## config.mk

```make
export PLATFORM = sky130hd
export DESIGN_NAME = bccs_config_space
export DESIGN_NICKNAME = d
export VERILOG_FILES = /design/src/shared/bccs_pkg.sv /design/src/verilog/bccs_cmd_check.sv /design/src/verilog/bccs_route.sv /design/src/verilog/bccs_config_space.sv
export VERILOG_INCLUDE_DIRS = /design/src /design/src/shared
export SDC_FILE = /design/constraint.sdc
export NUM_CORES = 1
export LEC_CHECK = 0
export BUFFER_PORTS_ARGS = -buffer_cell sky130_fd_sc_hd__buf_2
export CORE_MARGIN = 2
export CORE_UTILIZATION = 54
export CTS_CLUSTER_SIZE = 25
export DETAILED_ROUTE_END_ITERATION = 7
export GPL_TIMING_DRIVEN = 0
export PLACE_DENSITY_LB_ADDON = 0.2
export SLEW_MARGIN = 20
export SYNTH_ARGS = -nofsm -noshare
export SYNTH_HDL_FRONTEND = slang
export SYNTH_HIERARCHICAL = 1
export SYNTH_SLANG_ARGS = --single-unit
```

## constraint.sdc

```tcl
create_clock -name clk_sys -period 4.4 [get_ports clk_sys]
set_clock_uncertainty 0.15 [all_clocks]
set_input_delay 0.22 -clock clk_sys [delete_from_list [all_inputs] [get_ports clk_sys]]
set_output_delay 0.22 -clock clk_sys [all_outputs]
set_load 0.05 [all_outputs]
```

## src/shared/bccs_map.svh

```systemverilog
`ifndef BCCS_MAP_SVH
`define BCCS_MAP_SVH
// ****************************************
// configuration offsets (byte addresses)
// ****************************************
`define BCCS_OFF_ID 8'h00
`define BCCS_OFF_CMD 8'h04
`define BCCS_OFF_STATUS 8'h06
`define BCCS_OFF_BAR 8'h10
`define BCCS_OFF_CAPPTR 8'h34
`define BCCS_OFF_WIN_BASE 8'h40
`define BCCS_OFF_WIN_LIMIT 8'h44
`define BCCS_OFF_MEMTOP 8'h48
`define BCCS_OFF_POLICY 8'h4C
`define BCCS_CAP_OFF 8'hA0
`define BCCS_CAP_STAT_REL 8'h04
`define BCCS_CAP_CMD_REL 8'h08
// ****************************************
// fields and constants
// ****************************************
`define BCCS_STATUS_CAPLIST_BIT 4
`define BCCS_CAPABILITY_IDENTIFIER_GP 8'h02
`define BCCS_NEXT_NULL 8'h00
`define BCCS_ALL_ONES 32'hFFFF_FFFF
`define BCCS_CMD_WMASK 16'h0006
`define BCCS_CMD_MEM_EN_BIT 1
`define BCCS_GPCMD_WMASK 32'h0000_0307
`define BCCS_GPCMD_EN_BIT 8
`define BCCS_GPCMD_SBA_BIT 9
`define BCCS_CFGADDR_WMASK 32'h80FF_FFFC
`define BCCS_CFGADDR_EN_BIT 31
`define BCCS_POLICY_CLAIM_BIT 0
`define BCCS_IO_CFGADDR 16'h0CF8
`define BCCS_IO_CFGDATA 16'h0CFC
// ****************************************
// reset values
// ****************************************
`define BCCS_RST_ZERO32 32'h0000_0000
`define BCCS_RST_CMD 16'h0000
`define BCCS_RST_MEMTOP 32'h0000_0000
// ****************************************
// bus command encodings
// ****************************************
`define BCCS_C_INTACK 4'h0
`define BCCS_C_SPECIAL 4'h1
`define BCCS_C_IORD 4'h2
`define BCCS_C_IOWR 4'h3
`define BCCS_C_MEMRD 4'h6
`define BCCS_C_MEMWR 4'h7
`define BCCS_C_CFGRD 4'hA
`define BCCS_C_CFGWR 4'hB
`define BCCS_C_MEMRDM 4'hC
`define BCCS_C_MEMRDL 4'hE
`define BCCS_C_MEMWRI 4'hF
`endif

```

## src/shared/bccs_pkg.sv

```systemverilog
package bccs_pkg;
  typedef enum logic [2:0] {path_cpu_pci, path_cpu_mem, path_pci_mem, path_cpu_p2p,
    path_gp_mem, path_pci_gp, path_gp_pci, path_gp_queue} bccs_path_type;
  typedef enum logic [1:0] {ans_accept, ans_abort, ans_claim} bccs_ans_type;
  typedef enum logic [2:0] {dest_mem, dest_pci, dest_p2p, dest_self, dest_none} bccs_dest_type;
  typedef enum logic [1:0] {cpu_mem, cpu_io, cpu_intack, cpu_special} bccs_kind_type;
  typedef struct packed {
    logic we;
    logic [7:0] addr;
    logic [3:0] be;
    logic [31:0] wdata;
  } bccs_cfg_type;
  typedef struct packed {
    bccs_path_type path;
    logic [3:0] cmd;
  } bccs_tgt_type;
  typedef struct packed {
    bccs_kind_type kind;
    logic we;
    logic [31:0] addr;
    logic [31:0] wdata;
  } bccs_cpu_type;
  typedef struct packed {
    logic we;
    logic [31:0] addr;
    logic [7:0] len;
  } bccs_gp_type;
endpackage : bccs_pkg

```

## src/verilog/bccs_cmd_check.sv

```systemverilog
`timescale 1ns/10ps
`include "bccs_map.svh"
module bccs_cmd_check (
  input bccs_pkg::bccs_tgt_type req,
  input logic [7:0] opt_en,
  output logic accept,
  output logic is_read
);
  import bccs_pkg::*;
  wire c_io = (req.cmd == `BCCS_C_IORD) || (req.cmd == `BCCS_C_IOWR);
  wire c_cfg = (req.cmd == `BCCS_C_CFGRD) || (req.cmd == `BCCS_C_CFGWR);
  wire c_mrd = (req.cmd == `BCCS_C_MEMRD) || (req.cmd == `BCCS_C_MEMRDL) ||
    (req.cmd == `BCCS_C_MEMRDM);
  wire c_mwr = (req.cmd == `BCCS_C_MEMWR) || (req.cmd == `BCCS_C_MEMWRI);
  wire c_spc = (req.cmd == `BCCS_C_INTACK) || (req.cmd == `BCCS_C_SPECIAL);
  wire p_cpu = (req.path == path_cpu_pci) || (req.path == path_cpu_p2p);
  wire p_mem = (req.path == path_pci_mem) || (req.path == path_gp_mem);
  wire need_gp = (req.path == path_pci_gp) && c_mwr;
  wire need_q = (req.path == path_gp_queue);
  wire usual = (p_cpu && (c_mrd || c_mwr || c_io)) || (p_mem && (c_mrd || c_mwr)) ||
    ((req.path == path_cpu_mem) && (c_mrd || c_mwr));
  wire optional = ((req.path == path_pci_gp) && (c_io || c_cfg || c_mrd)) ||
    ((req.path == path_gp_pci) && (c_io || c_cfg || c_mrd || c_mwr)) ||
    ((req.path == path_pci_mem) && (c_io || c_cfg)) ||
    ((req.path == path_cpu_pci) && c_spc);
  assign accept = need_gp || need_q || usual || (optional && opt_en[req.path]);
  assign is_read = ~req.cmd[0] && (req.cmd != `BCCS_C_INTACK);
endmodule : bccs_cmd_check

```

## src/verilog/bccs_route.sv

```systemverilog
`timescale 1ns/10ps
`include "bccs_map.svh"
module bccs_route (
  input bccs_pkg::bccs_cpu_type req,
  input logic [31:0] memtop,
  input logic [31:0] win_base,
  input logic [31:0] win_limit,
  input logic [31:0] remap_base,
  input logic [31:0] remap_mask,
  input logic remap_on,
  input logic cfg_on,
  input logic spc_en,
  output bccs_pkg::bccs_dest_type dest,
  output logic cfg_conv
);
  import bccs_pkg::*;
  wire in_win = (req.addr >= win_base) && (req.addr <= win_limit);
  wire in_remap = remap_on && ((req.addr & remap_mask) == remap_base);
  wire below_top = req.addr < memtop;
  wire io_addr = (req.addr[15:0] == `BCCS_IO_CFGADDR);
  wire io_data = (req.addr[15:2] == 14'(`BCCS_IO_CFGDATA >> 2));
  wire is_io = (req.kind == cpu_io);
  wire is_mem = (req.kind == cpu_mem);
  // data port becomes a config cycle
  assign cfg_conv = is_io && io_data && cfg_on;
  assign dest = is_mem ? (in_win ? dest_p2p : ((below_top || in_remap) ? dest_mem : dest_pci)) :
    is_io ? (io_addr ? dest_self : dest_pci) :
    (spc_en ? dest_pci : dest_none);
endmodule : bccs_route

```

## src/verilog/bccs_config_space.sv

```systemverilog
`timescale 1ns/10ps
`include "bccs_map.svh"
// Notes on behaviour
// - memory write and memory write and invalidate from pci to graphics target always accepted
// - other pci-to-graphics commands accepted only when policy enables them
// - graphics master to pci: nothing required, optional set gated by policy
// - pci to memory: reads and writes handled, io and config optional
// - processor io to data port turns into a config cycle
// - interrupt acknowledge and special cycles optional on processor path
// - unsupported: master abort, or claim with all ones and dropped writes
// - remap table base register requests a naturally aligned block
// - processor requests steered to memory, pci, bridge-to-bridge function or the address port held inside the bridge
// - registers hold remap table and graphics circuitry settings
// - status bit 4 at byte 6 reads one and is read only
// - offset 34h bits 7:0 give first capability offset, read only
// - capability pointer bits 31:8 read zero, writes ignored
// - graphics status and command reachable through the list
// - capability registers present so software can set transfers
// - first entry location is a parameter, not fixed to graphics entry
// - graphics queue takes commands and hands them to memory controller
// - entry first byte holds identifier 02h
// - next pointer of the last entry is zero
module bccs_config_space #(
  parameter logic [15:0] VENDOR_CODE = 16'h0F0F,
  parameter logic [15:0] DEVICE_CODE = 16'h00F0,
  parameter logic [7:0] CAP_OFF = `BCCS_CAP_OFF,
  parameter int REMAP_LOG2 = 22,
  parameter logic [3:0] CAP_MAJOR = 4'h1,
  parameter logic [3:0] CAP_MINOR = 4'h0,
  parameter logic [7:0] RQ_DEPTH = 8'h0F,
  parameter logic SBA_CAPABLE = 1'b1,
  parameter logic [2:0] RATE_CAPABLE = 3'h3
) (
  input logic clk_sys,
  input logic arst_n,
  input logic cfg_req,
  input bccs_pkg::bccs_cfg_type cfg_acc,
  output logic cfg_ack_r,
  output logic [31:0] cfg_rdata_r,
  input logic tgt_valid,
  input bccs_pkg::bccs_tgt_type tgt_req,
  output logic tgt_done_r,
  output bccs_pkg::bccs_ans_type tgt_ans_r,
  output logic [31:0] tgt_rdata_r,
  input logic cpu_valid,
  input bccs_pkg::bccs_cpu_type cpu_req,
  output logic rte_valid_r,
  output bccs_pkg::bccs_dest_type rte_dest_r,
  output logic rte_cfg_r,
  output logic [31:0] rte_addr_r,
  output logic [31:0] rte_rdata_r,
  input logic gp_valid,
  input bccs_pkg::bccs_gp_type gp_req,
  output logic gp_ready_r,
  output logic mc_valid_r,
  output bccs_pkg::bccs_gp_type mc_req_r,
  input logic mc_ready,
  output logic [31:0] remap_base_r,
  output logic gp_en_r,
  output logic gp_sba_en_r,
  output logic [2:0] gp_rate_r
);
  import bccs_pkg::*;

  // ****************************************
  // byte-enable merge
  // ****************************************
  function automatic logic [31:0] bccs_merge(input logic [31:0] old, input logic [31:0] wd,
      input logic [3:0] be, input logic [31:0] wmask);
    logic [31:0] lane;
    lane = {{8{be[3]}}, {8{be[2]}}, {8{be[1]}}, {8{be[0]}}} & wmask;
    return (old & ~lane) | (wd & lane);
  endfunction : bccs_merge

  // ****************************************
  // register state
  // ****************************************
  logic [15:0] cmd_r;
  logic [31:0] bar_r;
  logic [31:0] win_base_r;
  logic [31:0] win_limit_r;
  logic [31:0] memtop_r;
  logic [31:0] policy_r;
  logic [31:0] gpcmd_r;
  logic [31:0] cfgaddr_r;
  logic q_full_r;

  // ****************************************
  // fixed capability content
  // ****************************************
  localparam logic [31:0] BAR_MASK = ~((32'h1 << REMAP_LOG2) - 32'h1);
  localparam logic [7:0] CAP_STAT = 8'(CAP_OFF + `BCCS_CAP_STAT_REL);
  localparam logic [7:0] CAP_CMD = 8'(CAP_OFF + `BCCS_CAP_CMD_REL);
  localparam logic CAP_PRESENT = (CAP_OFF != 8'h00);
  localparam logic [31:0] PTR_WORD = {24'h000000, CAP_OFF};
  localparam logic [31:0] CAP_HEAD = {8'h00, CAP_MAJOR, CAP_MINOR, `BCCS_NEXT_NULL,
    `BCCS_CAPABILITY_IDENTIFIER_GP};
  localparam logic [31:0] CAP_STAT_WORD = {RQ_DEPTH, 14'h0000, SBA_CAPABLE, 6'h00,
    RATE_CAPABLE};

  // ****************************************
  // configuration decode
  // ****************************************
  wire [7:0] cfg_dw = {cfg_acc.addr[7:2], 2'b00};
  wire cfg_wr = cfg_req && cfg_acc.we;
  wire hit_id = (cfg_dw == `BCCS_OFF_ID);
  wire hit_cmd = (cfg_dw == `BCCS_OFF_CMD);
  wire hit_bar = (cfg_dw == `BCCS_OFF_BAR);
  wire hit_ptr = (cfg_dw == `BCCS_OFF_CAPPTR);
  wire hit_wb = (cfg_dw == `BCCS_OFF_WIN_BASE);
  wire hit_wl = (cfg_dw == `BCCS_OFF_WIN_LIMIT);
  wire hit_top = (cfg_dw == `BCCS_OFF_MEMTOP);
  wire hit_pol = (cfg_dw == `BCCS_OFF_POLICY);
  wire hit_cap = CAP_PRESENT && (cfg_dw == CAP_OFF);
  wire hit_cst = CAP_PRESENT && (cfg_dw == CAP_STAT);
  wire hit_ccm = CAP_PRESENT && (cfg_dw == CAP_CMD);

  // ****************************************
  // status word and read select
  // ****************************************
  // status half of the word at 04h
  wire [15:0] status_word = 16'h0000 | (16'(CAP_PRESENT) << `BCCS_STATUS_CAPLIST_BIT);
  wire [31:0] rd_word =
    hit_id ? {DEVICE_CODE, VENDOR_CODE} :
    hit_cmd ? {status_word, cmd_r} :
    hit_bar ? bar_r :
    hit_ptr ? PTR_WORD :
    hit_wb ? win_base_r :
    hit_wl ? win_limit_r :
    hit_top ? memtop_r :
    hit_pol ? policy_r :
    hit_cap ? CAP_HEAD :
    hit_cst ? CAP_STAT_WORD :
    hit_ccm ? gpcmd_r :
    32'h0000_0000;

  // ****************************************
  // write next values
  // ****************************************
  // only the command half is writable
  wire [31:0] cmd_m = bccs_merge({16'h0000, cmd_r}, cfg_acc.wdata, cfg_acc.be,
    {16'h0000, `BCCS_CMD_WMASK});
  wire [15:0] cmd_nxt = (cfg_wr && hit_cmd) ? cmd_m[15:0] : cmd_r;
  // low bits stay zero for alignment
  wire [31:0] bar_nxt = (cfg_wr && hit_bar) ?
    bccs_merge(bar_r, cfg_acc.wdata, cfg_acc.be, BAR_MASK) : bar_r;

  // ****************************************
  // window, top, policy and graphics command registers
  // ****************************************
  // routing, policy and graphics command settings
  wire [31:0] wb_nxt = (cfg_wr && hit_wb) ?
    bccs_merge(win_base_r, cfg_acc.wdata, cfg_acc.be, `BCCS_ALL_ONES) : win_base_r;
  wire [31:0] wl_nxt = (cfg_wr && hit_wl) ?
    bccs_merge(win_limit_r, cfg_acc.wdata, cfg_acc.be, `BCCS_ALL_ONES) : win_limit_r;
  wire [31:0] top_nxt = (cfg_wr && hit_top) ?
    bccs_merge(memtop_r, cfg_acc.wdata, cfg_acc.be, `BCCS_ALL_ONES) : memtop_r;
  wire [31:0] pol_nxt = (cfg_wr && hit_pol) ?
    bccs_merge(policy_r, cfg_acc.wdata, cfg_acc.be, 32'h0000_FF01) : policy_r;
  wire [31:0] gpcmd_nxt = (cfg_wr && hit_ccm) ?
    bccs_merge(gpcmd_r, cfg_acc.wdata, cfg_acc.be, `BCCS_GPCMD_WMASK) : gpcmd_r;

  // ****************************************
  // register update
  // ****************************************
  always_ff @(posedge clk_sys or negedge arst_n) begin
    if (!arst_n) begin
      cmd_r <= `BCCS_RST_CMD;
      bar_r <= `BCCS_RST_ZERO32;
      win_base_r <= `BCCS_ALL_ONES;
      win_limit_r <= `BCCS_RST_ZERO32;
      memtop_r <= `BCCS_RST_MEMTOP;
      policy_r <= `BCCS_RST_ZERO32;
      gpcmd_r <= `BCCS_RST_ZERO32;
    end else begin
      cmd_r <= cmd_nxt;
      bar_r <= bar_nxt;
      win_base_r <= wb_nxt;
      win_limit_r <= wl_nxt;
      memtop_r <= top_nxt;
      policy_r <= pol_nxt;
      gpcmd_r <= gpcmd_nxt;
    end
  end

  // ****************************************
  // configuration answer
  // ****************************************
  // pointer has no write path
  wire cfg_rd = cfg_req && !cfg_acc.we;
  wire [31:0] cfg_rdata_nxt = cfg_rd ? rd_word : 32'h0000_0000;

  always_ff @(posedge clk_sys or negedge arst_n) begin
    if (!arst_n) begin
      cfg_ack_r <= 1'b0;
      cfg_rdata_r <= 32'h0000_0000;
    end else begin
      cfg_ack_r <= cfg_req;
      cfg_rdata_r <= cfg_rdata_nxt;
    end
  end

  // ****************************************
  // command acceptance
  // ****************************************
  logic tgt_accept;
  logic tgt_is_read;

  bccs_cmd_check u_check (
    .req(tgt_req),
    .opt_en(policy_r[15:8]),
    .accept(tgt_accept),
    .is_read(tgt_is_read)
  );

  // ****************************************
  // unsupported command answer
  // ****************************************
  wire claim_en = policy_r[`BCCS_POLICY_CLAIM_BIT];
  wire bccs_ans_type tgt_ans_nxt = tgt_accept ? ans_accept :
    (claim_en ? ans_claim : ans_abort);
  wire [31:0] tgt_rdata_nxt = (tgt_valid && !tgt_accept && claim_en && tgt_is_read) ?
    `BCCS_ALL_ONES : 32'h0000_0000;

  always_ff @(posedge clk_sys or negedge arst_n) begin
    if (!arst_n) begin
      tgt_done_r <= 1'b0;
      tgt_ans_r <= ans_abort;
      tgt_rdata_r <= 32'h0000_0000;
    end else begin
      tgt_done_r <= tgt_valid;
      tgt_ans_r <= tgt_valid ? tgt_ans_nxt : tgt_ans_r;
      tgt_rdata_r <= tgt_rdata_nxt;
    end
  end

  // ****************************************
  // processor routing
  // ****************************************
  bccs_dest_type cpu_dest;
  logic cpu_cfg;

  bccs_route u_route (
    .req(cpu_req),
    .memtop(memtop_r),
    .win_base(win_base_r),
    .win_limit(win_limit_r),
    .remap_base(bar_r),
    .remap_mask(BAR_MASK),
    .remap_on(cmd_r[`BCCS_CMD_MEM_EN_BIT]),
    .cfg_on(cfgaddr_r[`BCCS_CFGADDR_EN_BIT]),
    .spc_en(policy_r[8]),
    .dest(cpu_dest),
    .cfg_conv(cpu_cfg)
  );

  // ****************************************
  // address port and conversion
  // ****************************************
  // address port held inside the bridge
  wire self_wr = cpu_valid && (cpu_dest == dest_self) && cpu_req.we;
  wire self_rd = cpu_valid && (cpu_dest == dest_self) && !cpu_req.we;
  wire [31:0] cfgaddr_nxt = self_wr ?
    (cpu_req.wdata & `BCCS_CFGADDR_WMASK) : cfgaddr_r;
  // converted cycle carries the held address
  wire [31:0] rte_addr_nxt = cpu_cfg ? {cfgaddr_r[31:2], cpu_req.addr[1:0]} : cpu_req.addr;
  wire [31:0] rte_rdata_nxt = self_rd ? cfgaddr_r : 32'h0000_0000;

  always_ff @(posedge clk_sys or negedge arst_n) begin
    if (!arst_n) begin
      cfgaddr_r <= `BCCS_RST_ZERO32;
      rte_valid_r <= 1'b0;
      rte_dest_r <= dest_none;
      rte_cfg_r <= 1'b0;
      rte_addr_r <= 32'h0000_0000;
      rte_rdata_r <= 32'h0000_0000;
    end else begin
      cfgaddr_r <= cfgaddr_nxt;
      rte_valid_r <= cpu_valid;
      rte_dest_r <= cpu_valid ? cpu_dest : rte_dest_r;
      rte_cfg_r <= cpu_valid && cpu_cfg;
      rte_addr_r <= cpu_valid ? rte_addr_nxt : rte_addr_r;
      rte_rdata_r <= rte_rdata_nxt;
    end
  end

  // ****************************************
  // graphics request slot
  // ****************************************
  // single slot toward memory controller
  wire gp_take = gp_valid && gp_ready_r;
  wire q_full_nxt = (q_full_r && !mc_ready) || gp_take;
  wire gp_slot_en = gpcmd_r[`BCCS_GPCMD_EN_BIT];
  wire gp_ready_nxt = !q_full_nxt && gp_slot_en;

  always_ff @(posedge clk_sys or negedge arst_n) begin
    if (!arst_n) begin
      q_full_r <= 1'b0;
      gp_ready_r <= 1'b0;
      mc_valid_r <= 1'b0;
      mc_req_r <= '0;
    end else begin
      q_full_r <= q_full_nxt;
      gp_ready_r <= gp_ready_nxt;
      mc_valid_r <= q_full_nxt;
      mc_req_r <= gp_take ? gp_req : mc_req_r;
    end
  end

  // ****************************************
  // settings to interface circuitry
  // ****************************************
  wire [31:0] remap_base_nxt = bar_nxt;
  wire gp_en_nxt = gpcmd_nxt[`BCCS_GPCMD_EN_BIT];
  wire gp_sba_en_nxt = gpcmd_nxt[`BCCS_GPCMD_SBA_BIT];
  wire [2:0] gp_rate_nxt = gpcmd_nxt[2:0];

  always_ff @(posedge clk_sys or negedge arst_n) begin
    if (!arst_n) begin
      remap_base_r <= 32'h0000_0000;
      gp_en_r <= 1'b0;
      gp_sba_en_r <= 1'b0;
      gp_rate_r <= 3'h0;
    end else begin
      remap_base_r <= remap_base_nxt;
      gp_en_r <= gp_en_nxt;
      gp_sba_en_r <= gp_sba_en_nxt;
      gp_rate_r <= gp_rate_nxt;
    end
  end

endmodule : bccs_config_space

```

* Word level (Yosys, flattened, before mapping) *
Cells that the tools add are included.

operators by class
  order comparisons = 4
  equality and inequality tests = 32
  muxes and demuxes = 26
  reductions and logical operators = 66
  bitwise operators = 25

operators with widths
  cell                  count
  $mux 32               15
  $and 32x32->32        8
  $or 32x32->32         6
  $not 32->32           2
  $logic_and 1x1->1     33
  $and 32x10->32        1
  $and 32x16->32        1
  $eq 32x32->1          1
  $ge 32x32->1          1
  $le 32x32->1          1
  $lt 32x32->1          1
  $not 10->32           1
  $not 16->32           1
  $eq 6x5->1 const B    4
  $logic_or 1x1->1      23
  $eq 4x4->1 const B    5
  $eq 6x6->1 const B    3
  $and 16x16->16        1
  $and 16x3->16         1
  $eq 16x12->1 const B  1
  $not 3->16            1
  $or 16x16->16         1
  $eq 14x10->1 const B  1
  $eq 3x3->1 const B    4
  other kinds (22)      36

word-level totals
  output and inout bits = 217
  logic and storage cells = 180
  input port bits = 167
  bits in registers = 416

* Logic depth before layout (Yosys ltp) *
Gate-level depths: netlist of run 1.

  word-level depth = 16
  mapped depth = 14
  mapped depth without buffers = 13

* Cells and area by module *
Netlist of run 1, hierarchy kept.

by module, submodules not included
  module             seq. area each (µm²)  cells each  area each (µm²)  instances
  bccs_config_space  7174.4                951         12171.7          1
  bccs_route         0.0                   425         2947.8           1
  bccs_cmd_check     0.0                   30          245.2            1

* Worst setup path after synthesis of run 1 *
Ideal clock, no wire load.

  path type = register to register
  start point = reg with a tool-made name
  end point = reg cfgaddr_r[10]
  period minus slack after synthesis = 3.170 ns
  stages on the path, launching flop included = 15
  data required time = 4.125 ns
  data arrival time = 2.895 ns
  slack = 1.230 ns
  setup time = 0.125 ns
  buffers on the path = 1
  path through = dfstp_2 inv_1 ha_1 a21oi_1 o21ai_1 a221oi_1 nor3_1 or3_1 o22ai_2 o41ai_1 nand2_1 nor3b_1 nand2_1 buf_1 mux2_2

RTL lines
  what                    RTL line                  RTL
  end signal: assignment  bccs_config_space.sv:271  cfgaddr_r <= `BCCS_RST_ZERO32;
  end signal: assignment  bccs_config_space.sv:278  cfgaddr_r <= cfgaddr_nxt;
  end: declaration        bccs_config_space.sv:85   logic [31:0] cfgaddr_r;

* Worst setup path after layout of run 1 *
  start point = in cpu_req[47] (netlist name)
  end point = reg cfgaddr_r[3]

between the ends
  longest elaborated chain between the ends = 8
  elaborated cells on any way between the ends = 14
  classes of those cells = order compare: 3; eq/ne: 2; mux: 5; reduce/logical: 4

RTL lines
  what                                 RTL line                  RTL
  start: declaration                   bccs_config_space.sv:46   input bccs_pkg::bccs_cpu_type cpu_req,
  $lt 32x32->1                         bccs_route.sv:19          wire below_top = req.addr < memtop;
  $logic_or 1x1->1                     bccs_route.sv:26          assign dest = is_mem ? (in_win ? dest_p2p : ((below_top || in_remap) ? dest_mem : dest_pci)) :
  $mux 1                               bccs_route.sv:26
  $mux 3 (*) (2 in series)             bccs_route.sv:26
  net cpu_dest[0]                      bccs_config_space.sv:240  bccs_dest_type cpu_dest;
  $eq 3x2->1 (*)                       bccs_config_space.sv:261  wire self_wr = cpu_valid && (cpu_dest == dest_self) && cpu_req.we;
  $logic_and 1x1->1 (*) (2 in series)  bccs_config_space.sv:261

The timed path passes the listed nets; every way through them passes the cells marked *.
A chain may end at the register's enable or synchronous reset.

==> results of run 1 <==
-- metrics by stage --
step	cell area (µm²)	power, mW	util [%]	worst slack [ns]	hold slack (ns)
finish	20300	6.66	72.8	0.232	0.0199
global route	20300	6.90	72.8	0.0936	0.0382
CTS	20300	6.63	72.8	0.317	0.00426
detailed placement	17900	3.95	64.2	0.524	0.0349
global placement	17800	3.91	63.8	-2.14	0.199
floorplan	15700	3.55	-	1.23	-0.226
-- cells in the mapped netlist, types with 25 or more instances --
cell / count
a21oi_1: 82
and2_1: 25
buf_4: 62
clkbuf_1: 31
dfrtp_1: 251
dfstp_2: 34
ha_1: 95
inv_1: 116
mux2_2: 192
mux2i_1: 37
nand2_1: 90
nor2_1: 73
o21ai_0: 32
-- how the worst max path moves through the flow --
stage | start | end | slack [ns]
finish | cpu_req[47] | cfgaddr_r[3] | 0.23
global route | flop | cfgaddr_r[3] | 0.09
CTS | flop | cfgaddr_r[31] | 0.32
detailed placement | flop | cfgaddr_r[16] | 0.52
global placement | arst_n | tgt_ans_r[1] | -2.14
floorplan | flop | cfgaddr_r[10] | 1.23
-- critical path, stage by stage --
cell,delay [ns]
dlygate4sd3_1,0.55
buf_2,0.22
ha_1,0.35
nand4_2,0.15
or4_1,0.60
a21oi_1,0.17
or4b_1,0.20
a31oi_1,0.12
o22ai_2,0.19
and3_1,0.23
nor3b_1,0.37
nand2_1,0.22
mux2_2,0.32
dlygate4sd3_1,0.56
-- kinds of logic (layout without fill, tap and decap cells) --
logic type                 Yosys count  count (layout)  synth area share (%)
and+or+nand+nor                    328             328                  11.1
DFF                                285             285                  46.7
muxes                              231             231                  16.8
buffers and inverters              228             762                  7.20
AOI/OAI and AO/OA                  203             203                  8.51
adders and majority gates           95              95                  7.74
xor gates and xnor gates            34              34                  1.94
other                                2              87                0.0489
-- final cells by class --
| class | count | share of cell area (%) |
|---|---|---|
| clock buffers | 46 | 4.33 |
| plain buffers | 112 | 3.30 |
| flip-flops and latches | 285 | 35.3 |
| diodes | 2 | 0.0246 |
| repair buffers | 478 | 15.5 |
| inverters | 116 | 2.14 |
| clock inverters | 10 | 0.689 |
| well taps | 378 | 2.33 |
| multi-input cells | 976 | 36.4 |
-- cell usage in the layout, fill, tap and decap left out, drive strengths merged, types with 4 or more instances in the layout --
| cell type | Yosys | final |
|---|---|---|
| nor3 | 19 | 19 |
| a22oi | 4 | 4 |
| xor2 | 17 | 17 |
| ha | 95 | 95 |
| a32o | 4 | 4 |
| a21oi | 82 | 82 |
| dfstp | 34 | 34 |
| xnor2 | 17 | 17 |
| nor2 | 82 | 82 |
| and2 | 25 | 25 |
| mux2i | 37 | 37 |
| clkinv | 0 | 7 |
| o21ai | 33 | 33 |
| dlygate4sd3 | 0 | 138 |
| a221oi | 6 | 6 |
| o31ai | 6 | 6 |
| conb | 2 | 85 |
| nand3 | 23 | 23 |
| o211ai | 11 | 11 |
| inv | 116 | 116 |
| o22ai | 5 | 5 |
| or3 | 5 | 5 |
| a21o | 6 | 6 |
| nor4 | 9 | 9 |
| nand2b | 7 | 7 |
| clkbuf | 31 | 77 |
| nand2 | 92 | 92 |
| a31oi | 5 | 5 |
| dfrtp | 251 | 251 |
| and3 | 8 | 8 |
| nand3b | 5 | 5 |
| buf | 81 | 421 |
| a211oi | 6 | 6 |
| nand4 | 21 | 21 |
| or2 | 4 | 4 |
| o21a | 6 | 6 |
| nor2b | 12 | 12 |
| mux2 | 192 | 192 |
| o221ai | 6 | 6 |
-- per-layer routing --
layer	track usage, %	up-vias
met5	0	-
li1	-	5966
met3	6.73	122
met1	42.5	6392
met4	13.5	0
met2	54.0	615
-- power by group through the flow --
stage / Combinational (mW) / Sequential (mW) / Clock, mW
after floorplan: 0.492 / 3.06 / 0
after global placement: 1.02 / 2.88 / 0
final: 1.19 / 2.85 / 2.62
after CTS: 1.16 / 2.84 / 2.63
after global routing: 1.28 / 2.86 / 2.76
after detailed placement: 1.06 / 2.89 / 0
-- what timing repair did --
item,CTS,global route
endpoints found under the hold margin,424,0
gates resized for setup,0,1
hold buffers,138,0
setup endpoints to repair,0,3
==> flow_summary.json, run 1 <==
{
  "viasPerCell": 5.45,
  "hold_violations": 0,
  "synth_top_flop_cell": "dfrtp_1",
  "holdPathEnd": "tgt_rdata_r[30]",
  "drv_slew": 0,
  "grt_max_degree": 77,
  "reg2reg_to": "cfgaddr_r[3]",
  "crit_fanout": 6,
  "drv_cap": 0,
  "p_per_area_nw_per_um2": 327,
  "grt_use_total_pct": 32.8,
  "final.setup.tns_ns": 0,
  "die_area_um2": 29800,
  "clock_latency_ns": 0.57,
  "holdCritStartpoint": "tgt_req[3]",
  "crit_type": "input pin to flop",
  "p_switching_mw": 1.91,
  "worstSetupStartpointType": "input pin",
  "pwr-share-clk_pct": 39.3,
  "rsz0062_at_grt": "no",
  "synth_edf_count": 0,
  "chipWidth_um": 173,
  "final-instance-count-excl-fill": 2403,
  "worstPathArrival_ns": 4.47,
  "drc_errors": 0,
  "wl_per_cell_um": 20.7,
  "finalSetupViolations": 0,
  "synth-seq-area-share_pct": 46.7,
  "netlist_area_um2": 15400,
  "seqCellArea_um2": 7170,
  "p_comb_share_pct": 17.9,
  "numClockSinks": 285,
  "drive_gt1_share_pct": 35.4,
  "peakVddDrop_v": 0.000332,
  "synth_cells": 1406,
  "drt_iter0_markers": 1143,
  "multi_input_area_um2": 7400,
  "syn2layout_area_growth_pct": 32.4,
  "synth_top_area_share_pct": 40.9,
  "core_um2": 27900,
  "synth_warnings": 6,
  "tightestPinTransition_ns": 0.859,
  "port_buffers": 337,
  "wl_um": 49800,
  "start_util_pct": 55.0,
  "outcome": "completed",
  "clockRootBuffer": "clkbuf_16",
  "seqPwrFrac_pct": 42.8,
  "maxSlewHeadroom_pct": 42.7,
  "chipHeight_um": 173,
  "dp.cells": 2207,
  "cts_buffer_depth": 3,
  "r2r_setup_slack_ns": 0.26,
  "syn_avg_cell_area_um2": 10.9,
  "grt-ovfl-total": 0,
  "required_ns": 4.70,
  "fin_crit_ns": 4.17,
  "ys_types": 79,
  "cts_tree": "yes",
  "antenna_found_initial": 2,
  "nNetsFinal": 2261,
  "synth_seq_cells": 285,
  "path_clk_slew_ns": 0.06,
  "synth-async-reset-ratio_pct": 100,
  "cts_buffers": 30,
  "ios": 384,
  "place_congestion": 0.919,
  "power_leakage_nw": 10.1,
  "grt_pass1_vias": 13209,
  "met2WireLength_um": 23800,
  "grt_pass1_wl_um": 76700,
  "ant_nets": 0,
  "highest_layer": "met4",
  "std_cell_rows": 61,
  "vias": 13095,
  "hold_path_class": "input pin to flop",
  "endpoint_kind": "flop",
  "wl_met3_um": 3930,
  "synth_top_cell_by_area": "dfrtp_1",
  "p_int_mw": 4.75,
  "fmax_ghz": 0.240,
  "drt_first_pass_iters": 5,
  "htreeDepth": 1,
  "postCtsSetupBuffers": 0,
  "post-route-period-util_pct": 94.7,
  "min_path_cells": 4,
  "p_sw_share_pct": 28.7,
  "dp_hpwl_um": 35200,
  "rr_worst_depth": 13,
  "num-fill-cells": 1971,
  "yosys-top-cells-area": "dfrtp_1 41%, mux2_2 14%, ha_1 7.7%, dfstp_2 5.8%, buf_4 3.0%",
  "wl_met1_um": 20000
}
Note: power is estimated with default switching activity, not from simulation.
==> inputs of run 2 (changes only) <==
- CORE_UTILIZATION: 54 -> 49
- clock period: 4.4 -> 3.8 ns (I/O delays scaled with it)
==> flow_summary.json, run 2 (same netlist as run 1, synthesis figures left out) <==
{
  "port_buffers": 337,
  "drv_cap": 0,
  "std_cell_rows": 64,
  "rsz0062_at_grt": "no",
  "hold_path_class": "input pin to flop",
  "tightestPinTransition_ns": 1.03,
  "grt_max_degree": 93,
  "wl_per_cell_um": 20.2,
  "viasPerCell": 5.34,
  "peakVddDrop_v": 0.000380,
  "cts_tree": "yes",
  "worstPathArrival_ns": 3.93,
  "ios": 384,
  "start_util_pct": 50.0,
  "crit_type": "flop to flop",
  "hold_slack_ns": 0.0334,
  "drt_first_pass_iters": 6,
  "post-route-period-util_pct": 95.7,
  "num-fill-cells": 2389,
  "drt_iter0_markers": 799,
  "cts_buffer_depth": 3,
  "maxSlewHeadroom_pct": 31.0,
  "syn2layout_area_growth_pct": 33.4,
  "power_leakage_nw": 10.2,
  "drc_errors": 0,
  "clock_latency_ns": 0.56,
  "placed_area_um2": 18000,
  "max_stage_delay_ns": 0.54,
  "holdCritStartpoint": "cfg_acc[39]",
  "grt_pass1_wl_um": 74700,
  "crit_fanout": 10,
  "fin_crit_ns": 3.64,
  "p_per_area_nw_per_um2": 389,
  "cts_buffers": 31,
  "numClockSinks": 285,
  "layout_commonest_cell": "buf_2",
  "dp_hpwl_um": 35900,
  "layout_common_cells": "346 x buf_2, 251 x dfrtp_1, 192 x mux2_2",
  "cp_num_buf_inv": 2,
  "postCtsSetupBuffers": 0,
  "fmax_ghz": 0.275,
  "ant_nets": 0,
  "required_ns": 4.10,
  "slowest_stage": "dfstp_2",
  "core_um2": 30700,
  "final_cell_area_um2": 20500,
  "vias": 12934,
  "drive_gt1_share_pct": 35.9,
  "hold_violations": 0,
  "clockRootBuffer": "clkbuf_16",
  "endpoint_kind": "flop",
  "path_cells": "inv_1, ha_1, a21oi_1, o21ai_1, a221oi_1, nor3_1, or3_1, o22ai_2, and3_1, nor3b_2, nand2_1, buf_2, mux2_2",
  "fin_util_pct": 66.6,
  "path_clk_slew_ns": 0.06,
  "grt_pass1_vias": 13113,
  "chipWidth_um": 181,
  "grt_use_total_pct": 29.4,
  "die_area_um2": 32800,
  "grt-ovfl-total": 0,
  "chipHeight_um": 181,
  "outcome": "completed",
  "place_congestion": 0.930,
  "cpLargestDelayFamily": "simple AND/OR/NAND/NOR gates",
  "drv_slew": 0,
  "antenna_found_initial": 1,
  "htreeDepth": 1,
  "wl_um": 48900,
  "finalSetupViolations": 0,
  "nNetsFinal": 2264,
  "worstSetupStartpointType": "flop",
  "final.setup.tns_ns": 0
}
## run 2: cell types whose count changed in the layout (fill, tap and decap cells not counted), sizes merged
cell | before | now
clkinvlp | 0 | 2
clkbuf | 77 | 69
bufinv | 3 | 7
inv | 116 | 117
dlygate4sd3 | 138 | 140
clkinv | 7 | 8
## run 2: area by class of cell
class	count	area, µm²	share of cell area [%]
Antenna cell	2	5.00	0.0244
Buffer	112	676	3.30
Clock buffer	38	842	4.11
Clock inverter	18	282	1.37
Inverter	116	435	2.12
Multi-Input combinational cell	976	7400	36.1
Sequential cell	285	7170	35.0
Tap cell	396	495	2.42
Timing Repair Buffer	480	3180	15.5
## run 2: power breakdown
group          internal (mW)  total [mW]  switching [mW]
registers               3.19        3.30           0.109
clock network           2.04        3.30            1.25
logic                  0.509        1.37           0.862
## run 2: path summary, 6_finish.rpt
kind / end / slack, ns / cells past startpoint
max in group asynchronous: tgt_ans_r[0] / 1.50 / 6
worst max-delay path: cfgaddr_r[19] / 0.16 / 13
min in group asynchronous: rte_addr_r[20] / 0.50 / 3
worst min register to register: mc_req_r[18] / 0.35 / 1
worst min-delay path: flop / 0.03 / 4
worst max register to register: cfgaddr_r[19] / 0.16 / 13
## run 2: worst reg2reg max path: stages (launching register included)
cell and delay [ns]:
dfstp_2 0.54, inv_1 0.04, ha_1 0.28, a21oi_1 0.15
o21ai_1 0.11, a221oi_1 0.41, nor3_1 0.07, or3_1 0.37
o22ai_2 0.23, and3_1 0.22, nor3b_2 0.22, nand2_1 0.17
buf_2 0.25, mux2_2 0.31
## run 2: timing repair
item | in CTS | in global routing
hold buffers | 140 | 0
setup endpoints to repair | 22 | 40
gates resized for setup | 3 | 4
endpoints found under the hold margin | 339 | 0
## run 2: metrics by stage
step | power [mW] | cells | setup WS [ns]
after floorplan | 4.12 | 1489 | 0.630
after detailed placement | 4.58 | 2225 | -0.0175
final | 7.97 | 2423 | 0.164
after global placement | 4.54 | 2222 | -2.80
after global routing | 8.26 | 2422 | 0.0170
after CTS | 7.99 | 2421 | 0.00116
## run 2: per-layer routing
| metal | routed length (µm) | global-route usage, % | up-vias |
|---|---|---|---|
| li1 | - | - | 5975 |
| met1 | 20000 | 38.1 | 6303 |
| met2 | 23600 | 49.9 | 555 |
| met3 | 3390 | 4.43 | 101 |
| met4 | 1850 | 10.9 | 0 |
| met5 | 0 | 0 | - |
